===== src/shared/ccw_cfg.svh =====
// ccw_cfg.svh: constants for the capability word block.
// assumes inclusion by bare name from package and design files.
`ifndef CCW_CFG_SVH
`define CCW_CFG_SVH

// ****************************************
// selection on the coprocessor move path
// ****************************************
`define CCW_REG_NUM          5'h10
`define CCW_REG_SEL          3'h3

// ****************************************
// field positions
// ****************************************
`define CCW_NEXT_BIT         31
`define CCW_UNIMP_HI         30
`define CCW_UNIMP_LO         23
`define CCW_PFW_HI           22
`define CCW_PFW_LO           21
`define CCW_CIR_HI           20
`define CCW_CIR_LO           18
`define CCW_MCU_BIT          17
`define CCW_EES_BIT          16
`define CCW_ISS_HI           15
`define CCW_ISS_LO           14
`define CCW_TLR_BIT          13
`define CCW_INH_BIT          12
`define CCW_SX2_BIT          11
`define CCW_SX_BIT           10
`define CCW_EVC_BIT          6
`define CCW_VIS_BIT          5
`define CCW_BOOT_BIT         6

// ****************************************
// priority level placement
// ****************************************
`define CCW_STAT_MSB_BIT     18
`define CCW_STAT_MSB2_BIT    16
`define CCW_CAUSE_MSB_BIT    17
`define CCW_CAUSE_MSB2_BIT   16
`define CCW_PRIO_LOW_HI      15
`define CCW_PRIO_LOW_LO      10

// ****************************************
// field values and timing
// ****************************************
`define CCW_PFW_8BIT         2'h1
`define CCW_PFW_6BIT         2'h0
`define CCW_CIR_REV1         3'h0
`define CCW_ISS_BOTH_CMP     2'h3
`define CCW_ISS_BOTH_BASE    2'h2
`define CCW_ISS_CMP_ONLY     2'h1
`define CCW_ISS_BASE_ONLY    2'h0
`define CCW_SETTLE_CYC       2'h2

`endif


===== src/shared/ccw_pkg.sv =====
// ccw_pkg.sv: types shared by the capability word design files.
// assumes ccw_cfg.svh is on the include path.
`default_nettype none

package ccw_pkg;
	`include "ccw_cfg.svh"

	// strap capture sequence after reset release
	typedef enum logic [2:0] {
		CCW_ST_SETTLE  = 3'b001,
		CCW_ST_CAPTURE = 3'b010,
		CCW_ST_RUN     = 3'b100
	} ccw_state_t;

	typedef logic [1:0] ccw_iss_t;
	typedef logic [7:0] ccw_prio_t;
endpackage

`default_nettype wire


===== src/hw/ccw_sync.sv =====
// ccw_sync.sv: two-flop synchroniser for pin levels.
// assumes the input is a slowly changing level, such as a strap.
`default_nettype none

module ccw_sync #(
	parameter int WIDTH = 1
) (
	input  wire logic             clk_sys,
	input  wire logic             reset,
	input  wire logic [WIDTH-1:0] async_in,
	output logic      [WIDTH-1:0] sync_out
);
	logic [WIDTH-1:0] meta_q;
	logic [WIDTH-1:0] stab_q;

	// first stage feeds only the second
	always_ff @(posedge clk_sys or posedge reset) begin
		if (reset) begin
			meta_q <= '0;
			stab_q <= '0;
		end else begin
			meta_q <= async_in;
			stab_q <= meta_q;
		end
	end

	assign sync_out = stab_q;
endmodule

`default_nettype wire


===== src/hw/ccw_prio_map.sv =====
// ccw_prio_map.sv: extracts priority levels from status and cause words.
// assumes words come from core logic on the same clock; output is combinational.
`default_nettype none

`include "ccw_cfg.svh"

module ccw_prio_map
	import ccw_pkg::*;
(
	input  wire logic      [31:0] status_word,
	input  wire logic      [31:0] cause_word,
	input  wire logic      [1:0]  width_code,
	output ccw_prio_t             current_level,
	output ccw_prio_t             requested_level
);
	logic wide;

	assign wide = (width_code == `CCW_PFW_8BIT);

	// upper two bits only exist in the 8-bit layout
	always_comb begin
		current_level   = {2'h0, status_word[`CCW_PRIO_LOW_HI:`CCW_PRIO_LOW_LO]};
		requested_level = {2'h0, cause_word[`CCW_PRIO_LOW_HI:`CCW_PRIO_LOW_LO]};
		if (wide) begin
			current_level[7]   = status_word[`CCW_STAT_MSB_BIT];
			current_level[6]   = status_word[`CCW_STAT_MSB2_BIT];
			requested_level[7] = cause_word[`CCW_CAUSE_MSB_BIT];
			requested_level[6] = cause_word[`CCW_CAUSE_MSB2_BIT];
		end
	end
endmodule

`default_nettype wire


===== src/hw/ccw_capability_word.sv =====
// ccw_capability_word.sv: third capability word of the system-control coprocessor.
// assumes the core's coprocessor move path on clk_sys and a boot strap pin.
`default_nettype none

`include "ccw_cfg.svh"

module ccw_capability_word
	import ccw_pkg::*;
#(
	parameter bit       BOTH_SETS     = 1'b1,
	parameter bit       CMP_ONLY      = 1'b0,
	parameter bit       MCU_EXT       = 1'b1,
	parameter bit       TLR_PRESENT   = 1'b1,
	parameter bit       INH_PRESENT   = 1'b0,
	parameter bit       SX2_PRESENT   = 1'b1,
	parameter bit       SX_PRESENT    = 1'b1,
	parameter bit [2:0] CMP_REVISION  = `CCW_CIR_REV1
) (
	input  wire logic        clk_sys,
	input  wire logic        reset,
	input  wire logic        cp0_rd_en,
	input  wire logic        cp0_wr_en,
	input  wire logic [4:0]  cp0_reg_num,
	input  wire logic [2:0]  cp0_reg_sel,
	input  wire logic [31:0] cp0_wr_data,
	input  wire logic        boot_set_select,
	input  wire logic [31:0] status_word,
	input  wire logic [31:0] cause_word,
	output logic [31:0]      cp0_rd_data,
	output logic             cp0_rd_valid,
	output logic             cp0_wr_ack,
	output logic             wr_ignored,
	output logic             cap_ready,
	output logic [1:0]       priority_field_width,
	output ccw_iss_t         instruction_set_support,
	output logic             exception_entry_set_select,
	output ccw_prio_t        current_priority_level,
	output ccw_prio_t        requested_priority_level
);

	// ****************************************
	// functions
	// ****************************************

	// one decode serves both the read and the write path
	function automatic logic sel_hit(input logic [4:0] num, input logic [2:0] sel);
		sel_hit = (num == `CCW_REG_NUM) && (sel == `CCW_REG_SEL);
	endfunction

	// set-support code from the boot strap and build options
	function automatic ccw_iss_t iss_code(input logic strap);
		if (BOTH_SETS) begin
			iss_code = strap ? `CCW_ISS_BOTH_CMP : `CCW_ISS_BOTH_BASE;
		end else if (CMP_ONLY) begin
			iss_code = `CCW_ISS_CMP_ONLY;
		end else begin
			iss_code = `CCW_ISS_BASE_ONLY;
		end
	endfunction

	// the full word; unlisted bits stay zero
	function automatic logic [31:0] build_word(
		input ccw_iss_t iss,
		input logic     ees
	);
		logic [31:0] w;
		w = 32'h0000_0000;
		w[`CCW_NEXT_BIT]              = 1'b1;
		w[`CCW_PFW_HI:`CCW_PFW_LO]    = `CCW_PFW_8BIT;
		w[`CCW_CIR_HI:`CCW_CIR_LO]    = CMP_REVISION;
		w[`CCW_MCU_BIT]               = MCU_EXT;
		w[`CCW_EES_BIT]               = ees;
		w[`CCW_ISS_HI:`CCW_ISS_LO]    = iss;
		w[`CCW_TLR_BIT]               = TLR_PRESENT;
		w[`CCW_INH_BIT]               = INH_PRESENT;
		w[`CCW_SX2_BIT]               = SX2_PRESENT;
		w[`CCW_SX_BIT]                = SX_PRESENT;
		w[`CCW_EVC_BIT]               = 1'b1;
		w[`CCW_VIS_BIT]               = 1'b1;
		build_word = w;
	endfunction

	// ****************************************
	// strap input
	// ****************************************

	logic boot_sync;

	// the strap is a pin, so it is synchronised before use
	// a strap change after capture waits for the next reset
	ccw_sync #(
		.WIDTH    (1)
	) u_boot_sync (
		.clk_sys  (clk_sys),
		.reset    (reset),
		.async_in (boot_set_select),
		.sync_out (boot_sync)
	);

	// ****************************************
	// capture sequence
	// ****************************************

	ccw_state_t state_q;
	ccw_state_t state_d;
	logic [1:0] settle_q;
	logic [1:0] settle_d;
	logic       settle_done;

	// two stages fill the synchroniser; the spare edge is margin
	assign settle_done = (settle_q == `CCW_SETTLE_CYC);

	// wait for the synchroniser to fill before sampling the strap
	always_comb begin
		state_d  = state_q;
		settle_d = settle_q;
		case (state_q)
			CCW_ST_SETTLE: begin
				if (settle_done) begin
					state_d = CCW_ST_CAPTURE;
				end else begin
					settle_d = settle_q + 2'h1;
				end
			end
			CCW_ST_CAPTURE: begin
				state_d = CCW_ST_RUN;
			end
			CCW_ST_RUN: begin
				state_d = CCW_ST_RUN;
			end
			default: begin
				state_d  = CCW_ST_SETTLE;
				settle_d = 2'h0;
			end
		endcase
	end

	always_ff @(posedge clk_sys or posedge reset) begin
		if (reset) begin
			state_q  <= CCW_ST_SETTLE;
			settle_q <= 2'h0;
		end else begin
			state_q  <= state_d;
			settle_q <= settle_d;
		end
	end

	assign cap_ready = (state_q == CCW_ST_RUN);

	// ****************************************
	// strap-derived fields
	// ****************************************

	ccw_iss_t iss_q;
	ccw_iss_t iss_d;
	logic     ees_q;
	logic     ees_d;
	logic     capture;
	logic     wr_hit;

	assign capture = (state_q == CCW_ST_CAPTURE);
	assign wr_hit  = cp0_wr_en && sel_hit(cp0_reg_num, cp0_reg_sel);

	// set support is strap-only: no write path reaches it
	always_comb begin
		iss_d = iss_q;
		if (capture) begin
			iss_d = iss_code(boot_sync);
		end
	end

	// reset value is a constant; the strap lands during capture
	always_ff @(posedge clk_sys or posedge reset) begin
		if (reset) begin
			iss_q <= `CCW_ISS_BASE_ONLY;
		end else begin
			iss_q <= iss_d;
		end
	end

	// entry select is the only bit a write may change
	always_comb begin
		ees_d = ees_q;
		if (capture) begin
			ees_d = boot_sync;
		end else if (wr_hit && cap_ready) begin
			ees_d = cp0_wr_data[`CCW_EES_BIT];
		end
	end

	always_ff @(posedge clk_sys or posedge reset) begin
		if (reset) begin
			ees_q <= 1'b0;
		end else begin
			ees_q <= ees_d;
		end
	end

	// the core uses this for base-offset vectors only
	assign exception_entry_set_select = ees_q;
	assign instruction_set_support    = iss_q;
	assign priority_field_width       = `CCW_PFW_8BIT;

	// ****************************************
	// move read answer
	// ****************************************

	logic [31:0] rd_data_q;
	logic [31:0] rd_data_d;
	logic        rd_valid_q;
	logic        rd_valid_d;
	logic        rd_hit;
	logic [31:0] word_now;

	assign word_now = build_word(iss_q, ees_q);
	assign rd_hit   = cp0_rd_en && sel_hit(cp0_reg_num, cp0_reg_sel);

	// unselected reads answer zero but still complete
	// reads before capture show the reset fields, not the strap
	always_comb begin
		rd_valid_d = cp0_rd_en;
		rd_data_d  = 32'h0000_0000;
		if (rd_hit) begin
			rd_data_d = word_now;
		end
	end

	always_ff @(posedge clk_sys or posedge reset) begin
		if (reset) begin
			rd_data_q  <= 32'h0000_0000;
			rd_valid_q <= 1'b0;
		end else begin
			rd_data_q  <= rd_data_d;
			rd_valid_q <= rd_valid_d;
		end
	end

	assign cp0_rd_data  = rd_data_q;
	assign cp0_rd_valid = rd_valid_q;

	// ****************************************
	// move write answer
	// ****************************************

	logic        wr_ack_q;
	logic        wr_ack_d;
	logic        wr_ign_q;
	logic        wr_ign_d;
	logic [31:0] ro_mask;
	logic        ro_clash;

	// every bit except the entry select is read-only
	assign ro_mask  = ~(32'h0000_0001 << `CCW_EES_BIT);
	assign ro_clash = |((cp0_wr_data ^ word_now) & ro_mask);

	// advisory once ready: a clashing write still moves the entry select
	always_comb begin
		wr_ack_d = cp0_wr_en;
		wr_ign_d = 1'b0;
		if (wr_hit) begin
			wr_ign_d = ro_clash || !cap_ready;
		end
	end

	always_ff @(posedge clk_sys or posedge reset) begin
		if (reset) begin
			wr_ack_q <= 1'b0;
			wr_ign_q <= 1'b0;
		end else begin
			wr_ack_q <= wr_ack_d;
			wr_ign_q <= wr_ign_d;
		end
	end

	assign cp0_wr_ack = wr_ack_q;
	assign wr_ignored = wr_ign_q;

	// ****************************************
	// priority levels
	// ****************************************

	ccw_prio_t cur_lvl;
	ccw_prio_t req_lvl;
	ccw_prio_t cur_q;
	ccw_prio_t req_q;
	ccw_prio_t cur_d;
	ccw_prio_t req_d;

	// extraction follows the fixed width code
	ccw_prio_map u_prio_map (
		.status_word     (status_word),
		.cause_word      (cause_word),
		.width_code      (priority_field_width),
		.current_level   (cur_lvl),
		.requested_level (req_lvl)
	);

	// levels follow the core words every cycle
	always_comb begin
		cur_d = cur_lvl;
		req_d = req_lvl;
	end

	// registered so the data outputs come from flops
	always_ff @(posedge clk_sys or posedge reset) begin
		if (reset) begin
			cur_q <= 8'h00;
			req_q <= 8'h00;
		end else begin
			cur_q <= cur_d;
			req_q <= req_d;
		end
	end

	assign current_priority_level   = cur_q;
	assign requested_priority_level = req_q;

endmodule

`default_nettype wire


===== config.mk =====
export PLATFORM = sky130hd
export DESIGN_NAME = ccw_capability_word
export DESIGN_NICKNAME = d
export VERILOG_FILES = /design/src/shared/ccw_pkg.sv /design/src/hw/ccw_sync.sv /design/src/hw/ccw_prio_map.sv /design/src/hw/ccw_capability_word.sv
export VERILOG_INCLUDE_DIRS = /design/src /design/src/shared
export SDC_FILE = /design/constraint.sdc
export NUM_CORES = 1
export LEC_CHECK = 0
export BUFFER_PORTS_ARGS = -buffer_cell sky130_fd_sc_hd__buf_2
export CORE_ASPECT_RATIO = 2
export CORE_MARGIN = 8
export CORE_UTILIZATION = 29
export DETAILED_ROUTE_END_ITERATION = 10
export PLACE_DENSITY = 0.75
export SLEW_MARGIN = 5
export SYNTH_ARGS = -nofsm -noshare
export SYNTH_HDL_FRONTEND = slang
export SYNTH_SLANG_ARGS = --single-unit

===== constraint.sdc =====
create_clock -name clk_sys -period 1.4 [get_ports clk_sys]
set_clock_uncertainty 0.15 [all_clocks]
set_input_delay 0.07 -clock clk_sys [delete_from_list [all_inputs] [get_ports clk_sys]]
set_output_delay 0.07 -clock clk_sys [all_outputs]
set_load 0.03 [all_outputs]

==> impl_metrics.yaml, run 1 <==
cells_and_area:
  drive_above_1_share_pct: 48.9
  nFillCells: 419
  multi_input_area_um2: 397
  seq_area_um2: 827
  utilization_pct: 47.2
  insertedDiodeCount: 0
  layout_common_cells: "93 x buf_2, 32 x dfrtp_1, 23 x conb_1, 23 x dlygate4sd3_1, 8 x buf_4"
  final_nets: 346
  syn_to_final_growth_pct: 58.3
  final_common_cell: "buf_2"
floorplan:
  rows: 35
  core_area_mm2: 0.00460
  die_h_um: 113
  die_w_um: 64.6
  start_util_pct: 29.8
  io_pins: 166
  dieArea_mm2: 0.00731
global_routing:
  grt_pass1_wl_um: 6470
  grt_pass1_vias: 1390
  antenna_found_initial: 0
  grt_overflow: 0
  grt_max_degree: 34
  grt_usage_pct: 11.4
synth:
  synth_edf_count: 0
  yosysTopAreaCellShare_pct: 58.4
  synthArstFlopShare_pct: 100
  ys_ff_latch: 33
  synth_cells: 112
  ys_top_cells_by_area: "dfrtp_1 58%, buf_4 16%, nor4_1 2.3%"
  ys_seq_area_share_pct: 60.4
  synth_flop_cell: "dfrtp_1"
  netlist.top_cell.by_area: "dfrtp_1"
  postSynthAreaPerCell_um2: 12.2
  synth_cell_types: 27
  synth_warnings: 0
  netlist_area_mm2: 0.00137
worst_hold_path:
  min_from: "cp0_reg_num[2]"
  whs_endpoint: "cp0_rd_data[21]"
  min_path_cells: 3
  min_path_type: "primary input to flip-flop"
detailed_routing:
  drc: 0
  vias_per_cell: 4.25
  wirelength_um: 4230
  postRouteAntennaNets: 0
  vias: 1240
  drt_iter0_drc: 9
  dr.pass1.iters: 4
  wl_per_cell_um: 14.5
clock_tree:
  h-tree-depth: 2
  cts_tree: "yes"
  cts_buffer_depth: 2
  cts_made_buffers: 5
  cts.clk_slew.worst_paths_ns: 0.07
  clkSinkCount: 33
  clock-root-buffer: "clkbuf_8"
  clk_latency_ns: 0.28
setup_path:
  crit_fanout: 3
  worstSetupPathType: "flip-flop to flip-flop"
  worst_setup_path_start_kind: "flip-flop"
  cpMaxStageDelayCell: "dfrtp_1"
  regToRegEndpoint: "exception_entry_set_select"
  reg2reg_from: "state_q[1]"
  r2r_cells: 5
  endpoint_kind: "flip-flop"
  arrival_ns: 1.41
  reg2reg_slack_ns: 0.003
  critPathMaxStageDelay_ns: 0.42
  required_ns: 1.42
  crit_chain: "nor3b_4, buf_4, nand4_1, mux2i_1, a21oi_1"
flow_run:
  cap_viol_max_count: 0
timing:
  setup_violations: 0
  fin_crit_sh_pct: 99.8
  min_period_ns: 1.40
  drv_slew: 0
  fin_hold_ws_ns: 0.0410
  rsz0062_at_grt: "true"
  clock.fmax_ghz: 0.716
  hold_violations: 0
pwr:
  leakage_nw: 1.18
  internal_power_w: 0.00146
  vdd_drop_max_mv: 0.851
  comb_power_share_pct: 17.4
  switching_share_pct: 27.9
  pwr-share-clk_pct: 33.4
  seqPwrFrac_pct: 49.2
  p_switching_w: 0.000566
  powerDensity_mw_per_mm2: 935
outcome:
  status: "complete, no violations"
place:
  place_congestion: 0.807
  port_buffers: 94
  dp_hpwl_um: 3140
## metrics by stage
stage | power (W) | setup WS [ns] | instances | area [µm²] | TNS (ns)
after floorplan | 0.00124 | -0.116 | 133 | 1460 | -0.116
after global placement | 0.00131 | -0.118 | 257 | 1810 | -0.118
after detailed placement | 0.00131 | -0.143 | 257 | 1810 | -0.143
after CTS | 0.00204 | -0.0291 | 289 | 2140 | -0.0373
after global routing | 0.00210 | -0.0921 | 292 | 2170 | -0.159
final | 0.00203 | 0.00320 | 292 | 2170 | 0
## registers in the layout, indices dropped and copies added (netlist names)
| signal | flops |
|---|---|
| u_boot_sync.meta_q | 1 |
| u_boot_sync.sync_out | 1 |
| cp0_wr_ack | 1 |
| state_q | 3 |
| exception_entry_set_select | 1 |
| settle_q | 2 |
| cp0_rd_valid | 1 |
| cp0_rd_data | 4 |
| instruction_set_support | 2 |
| requested_priority_level | 8 |
| current_priority_level | 8 |
| wr_ignored | 1 |
## routing by layer
layer	up-vias	track usage, %	share of wire (%)
met5	-	0	0
met4	0	3.52	0.92
met3	4	8.90	19
met2	96	21.7	53
met1	570	7.74	27
li1	570	-	-
## cells in the mapped netlist (2+ instances only)
cell type  instances
dfrtp_1           32
o21ai_0            2
xnor2_1            3
a21o_1             2
nor2_1             4
nor4_1             5
nand4_1            3
and3_1             2
nand2_1            4
inv_1              3
nor2b_1            2
buf_4             30
a22oi_1            2
and2_1             4
conb_1             2
## how the worst max path moves through the flow
stage / start / slack, ns / end
after floorplan: state_q[1] / -0.12 / exception_entry_set_select
after global placement: cp0_wr_data[8] / -0.12 / wr_ignored
after detailed placement: cp0_wr_data[8] / -0.14 / wr_ignored
after CTS: state_q[1] / -0.03 / cap_ready
after global routing: state_q[1] / -0.09 / exception_entry_set_select
final: state_q[1] / 0.003 / exception_entry_set_select
## cell families (layout without fill, tap and decap cells)
| family | after synthesis | after routing | share of synthesized area [%] |
|---|---|---|---|
| AO/OA/AOI/OAI | 8 | 8 | 3.93 |
| XOR/XNOR | 3 | 3 | 1.92 |
| adder cells (fa/ha/maj) | 1 | 1 | 0.913 |
| buffers and inverters | 33 | 137 | 17.3 |
| flip-flops | 33 | 33 | 60.4 |
| multiplexers | 2 | 2 | 1.55 |
| other | 2 | 23 | 0.548 |
| AND/OR/NAND/NOR | 30 | 30 | 13.5 |
## power by group through the flow
| stage | clock (W) | combinational [W] | sequential, W |
|---|---|---|---|
| 2_1_floorplan | 0 | 0.000159 | 0.00108 |
| 3_3_place_gp | 0 | 0.000297 | 0.00101 |
| 3_5_place_dp | 0 | 0.000300 | 0.00101 |
| 4_1_cts | 0.000690 | 0.000349 | 0.000997 |
| 5_1_grt | 0.000727 | 0.000377 | 0.00100 |
| 6_report | 0.000677 | 0.000353 | 0.000998 |
## final cells by class
class                      count  area share [%]
clock buffer                   5            3.17
timing repair buffer         126            35.9
inverter                       3           0.519
tap                           55            3.17
sequential                    33            38.1
clock inverter                 3           0.808
multi-input combinational     67            18.3
## critical path: cells and delay by family, from the launching register on
| family | cells | cell delay [ns] |
|---|---|---|
| flip-flops | 1 | 0.42 |
| AND/OR/NAND/NOR | 2 | 0.30 |
| multiplexers | 1 | 0.19 |
| buffers and inverters | 1 | 0.14 |
| AO/OA/AOI/OAI | 1 | 0.08 |
## timing repair
action / 4_1_cts / 5_1_grt
hold buffers: 23 / 0
gates resized for setup: 4 / 2
setup endpoints to repair: 2 / 4
endpoints found under the hold margin: 54 / 0
pin swaps: 3 / 2
buffers inserted: 1 / 3
Note: power is estimated with default switching activity, not from simulation.
==> run 2: changes to the inputs <==
Settings changed: ABC_AREA set to 1, CORE_UTILIZATION 29 to 31, CTS_BUF_LIST set to sky130_fd_sc_hd__clkbuf_8, PLACE_DENSITY 0.75 to 0.78.
==> impl_metrics.yaml, run 2 <==
timing:
  min_period_ns: 1.35
  hold_violations: 0
  tns_ns: 0
  rsz0062_at_grt: "false"
  clock.fmax_ghz: 0.743
  fin_crit_sh_pct: 96.1
  setup_violations: 0
  drv_slew: 0
clock_tree:
  cts_buffer_depth: 2
  h-tree-depth: 2
  cts_tree: "yes"
  clock-root-buffer: "clkbuf_8"
  clkSinkCount: 33
  cts.clk_slew.worst_paths_ns: 0.06
  clk_latency_ns: 0.28
  cts_made_buffers: 5
synth:
  synth_cell_types: 21
  synth_flop_cell: "dfrtp_1"
  synth_common_cells: "32 x dfrtp_1, 30 x buf_4, 24 x nand2_1, 23 x nor2_1, 17 x inv_1"
  netlist.top_cell.by_area: "dfrtp_1"
  synthArstFlopShare_pct: 100
  synth_cells: 151
  synth_most_common_cell: "dfrtp_1"
  ys_seq_area_share_pct: 57.0
  yosysTopAreaCellShare_pct: 55.2
  postSynthAreaPerCell_um2: 9.61
  netlist_area_mm2: 0.00145
  ys_ff_latch: 33
  ys_top_cells_by_area: "dfrtp_1 55%, buf_4 16%, nand2_1 6.2%"
  synth_warnings: 0
  synth_edf_count: 0
global_routing:
  grt_usage_pct: 10.8
  grt_pass1_vias: 1419
  grt_pass1_wl_um: 6210
  grt_overflow: 0
  antenna_found_initial: 0
  grt_max_degree: 34
floorplan:
  dieArea_mm2: 0.00726
  core_area_mm2: 0.00455
  die_h_um: 113
  die_w_um: 64.4
  rows: 35
  io_pins: 166
  start_util_pct: 31.9
cells_and_area:
  syn_to_final_growth_pct: 54.0
  nFillCells: 427
  insertedDiodeCount: 0
  layout_common_cells: "93 x buf_2, 32 x dfrtp_1, 24 x nand2_1"
  final_common_cell: "buf_2"
  seq_area_um2: 827
  fin_area_mm2: 0.00223
  final_cells: 326
  final_nets: 380
  multi_input_area_um2: 410
  drive_above_1_share_pct: 43.2
  utilization_pct: 49.1
pwr:
  leakage_nw: 1.28
  powerDensity_mw_per_mm2: 1010
  vdd_drop_max_mv: 0.823
setup_path:
  cpMaxStageDelayCell: "dfstp_2"
  crit_fanout: 3
  arrival_ns: 1.13
  r2r_cells: 6
  crit_chain: "inv_2, nand3_4, inv_1, buf_6"
  required_ns: 1.18
  reg2reg_from: "state_q[0]"
  crit_buf_inv: 3
  worst_setup_path_start_kind: "flip-flop"
  worstSetupPathType: "flip-flop to output pin"
  regToRegEndpoint: "settle_q[1]"
  endpoint_kind: "output pin"
  cp_top_family: "flip-flops"
  reg2reg_slack_ns: 0.07
  critPathMaxStageDelay_ns: 0.54
detailed_routing:
  wl_per_cell_um: 12.1
  drt_iter0_drc: 24
  postRouteAntennaNets: 0
  dr.pass1.iters: 3
  vias: 1307
  vias_per_cell: 4.01
  drc: 0
  wirelength_um: 3940
worst_hold_path:
  min_path_type: "primary input to flip-flop"
  min_from: "cp0_wr_data[10]"
  min_path_cells: 4
  whs_endpoint: "wr_ignored"
place:
  postPlaceCellArea_mm2: 0.00185
  dp_hpwl_um: 3050
  placed_cells: 292
  place_congestion: 0.808
  port_buffers: 94
outcome:
  status: "complete, no violations"
flow_run:
  cap_viol_max_count: 0
-- run 2: cell count changes in the layout (fill, tap and decap cells not counted), sizes merged, moves of 3 or more --
cell	change
nor2	+21
nand2	+22
nor4	-5
nand3	+7
buf	-5
xnor2	-3
inv	+18
and2	-4
-- run 2: timing repair --
item / 4_1_cts / 5_1_grt
hold endpoints to repair: 57 / 0
hold buffers: 23 / 0
gates resized for setup: 3 / 0
setup buffers: 1 / 2
endpoints found under the setup margin: 1 / 1
-- run 2: cells by family after synthesis --
logic type | share of synthesized area, %
buf+inv | 20.7
flops | 57.0
fa+ha+maj | 0.862
compound gates | 2.16
simple gates | 18.8
other cells | 0.517
-- run 2: area by class of cell --
class	count	area share (%)
inverters	20	3.36
well taps	55	3.08
multi-input cells	89	18.4
repair buffers	121	33.0
clock inverters	2	1.51
flip-flops and latches	33	37.0
clock buffers	6	3.70
-- run 2: worst register-to-register path, cell delays in order (launching register included) --
cell and delay (ns):
dfstp_2 0.54, inv_2 0.05, nand3_4 0.07, buf_4 0.12, nand2_4 0.06, o21ai_1 0.14
o31ai_1 0.08
-- run 2: how the worst max path moves through the flow --
stage	start	to	slack, ns	cells past startpoint
3_5_place_dp	state_q[0]	settle_q[1]	0.10	5
3_3_place_gp	state_q[0]	settle_q[1]	0.12	5
5_1_grt	state_q[0]	cap_ready	0.002	4
2_1_floorplan	instruction_set_support[1]	wr_ignored	0.15	7
4_1_cts	state_q[0]	cap_ready	0.006	4
6_report	state_q[0]	cap_ready	0.05	4
-- run 2: through the flow --
step	hold slack, ns	power, W	setup slack (ns)
after CTS	0.00991	0.00229	0.00627
final	0.0191	0.00226	0.0550
after global routing	0.0195	0.00236	0.00172
after floorplan	-0.0486	0.00125	0.148
after detailed placement	0.0262	0.00133	0.103
after global placement	0.0165	0.00133	0.125
-- run 2: metal layers --
layer  up-vias  share of wire (%)  GRT usage [%]  routed length (µm)
met5         -                  0              0                   0
met4         0                1.4           4.40                  55
met3         5                 20           8.21                 794
met2        93                 50           19.0                1980
met1       574                 28           8.45                1110
li1        635                  -              -                   -
-- run 2: where the power goes --
part / internal (W) / switching [W] / total, W / leakage (nW)
Sequential: 0.000988 / 0.0000111 / 0.000999 / 0.391
Clock: 0.000572 / 0.000317 / 0.000890 / 0.0626
Combinational: 0.000137 / 0.000232 / 0.000369 / 0.824
Total: 0.00170 / 0.000560 / 0.00226 / 1.28
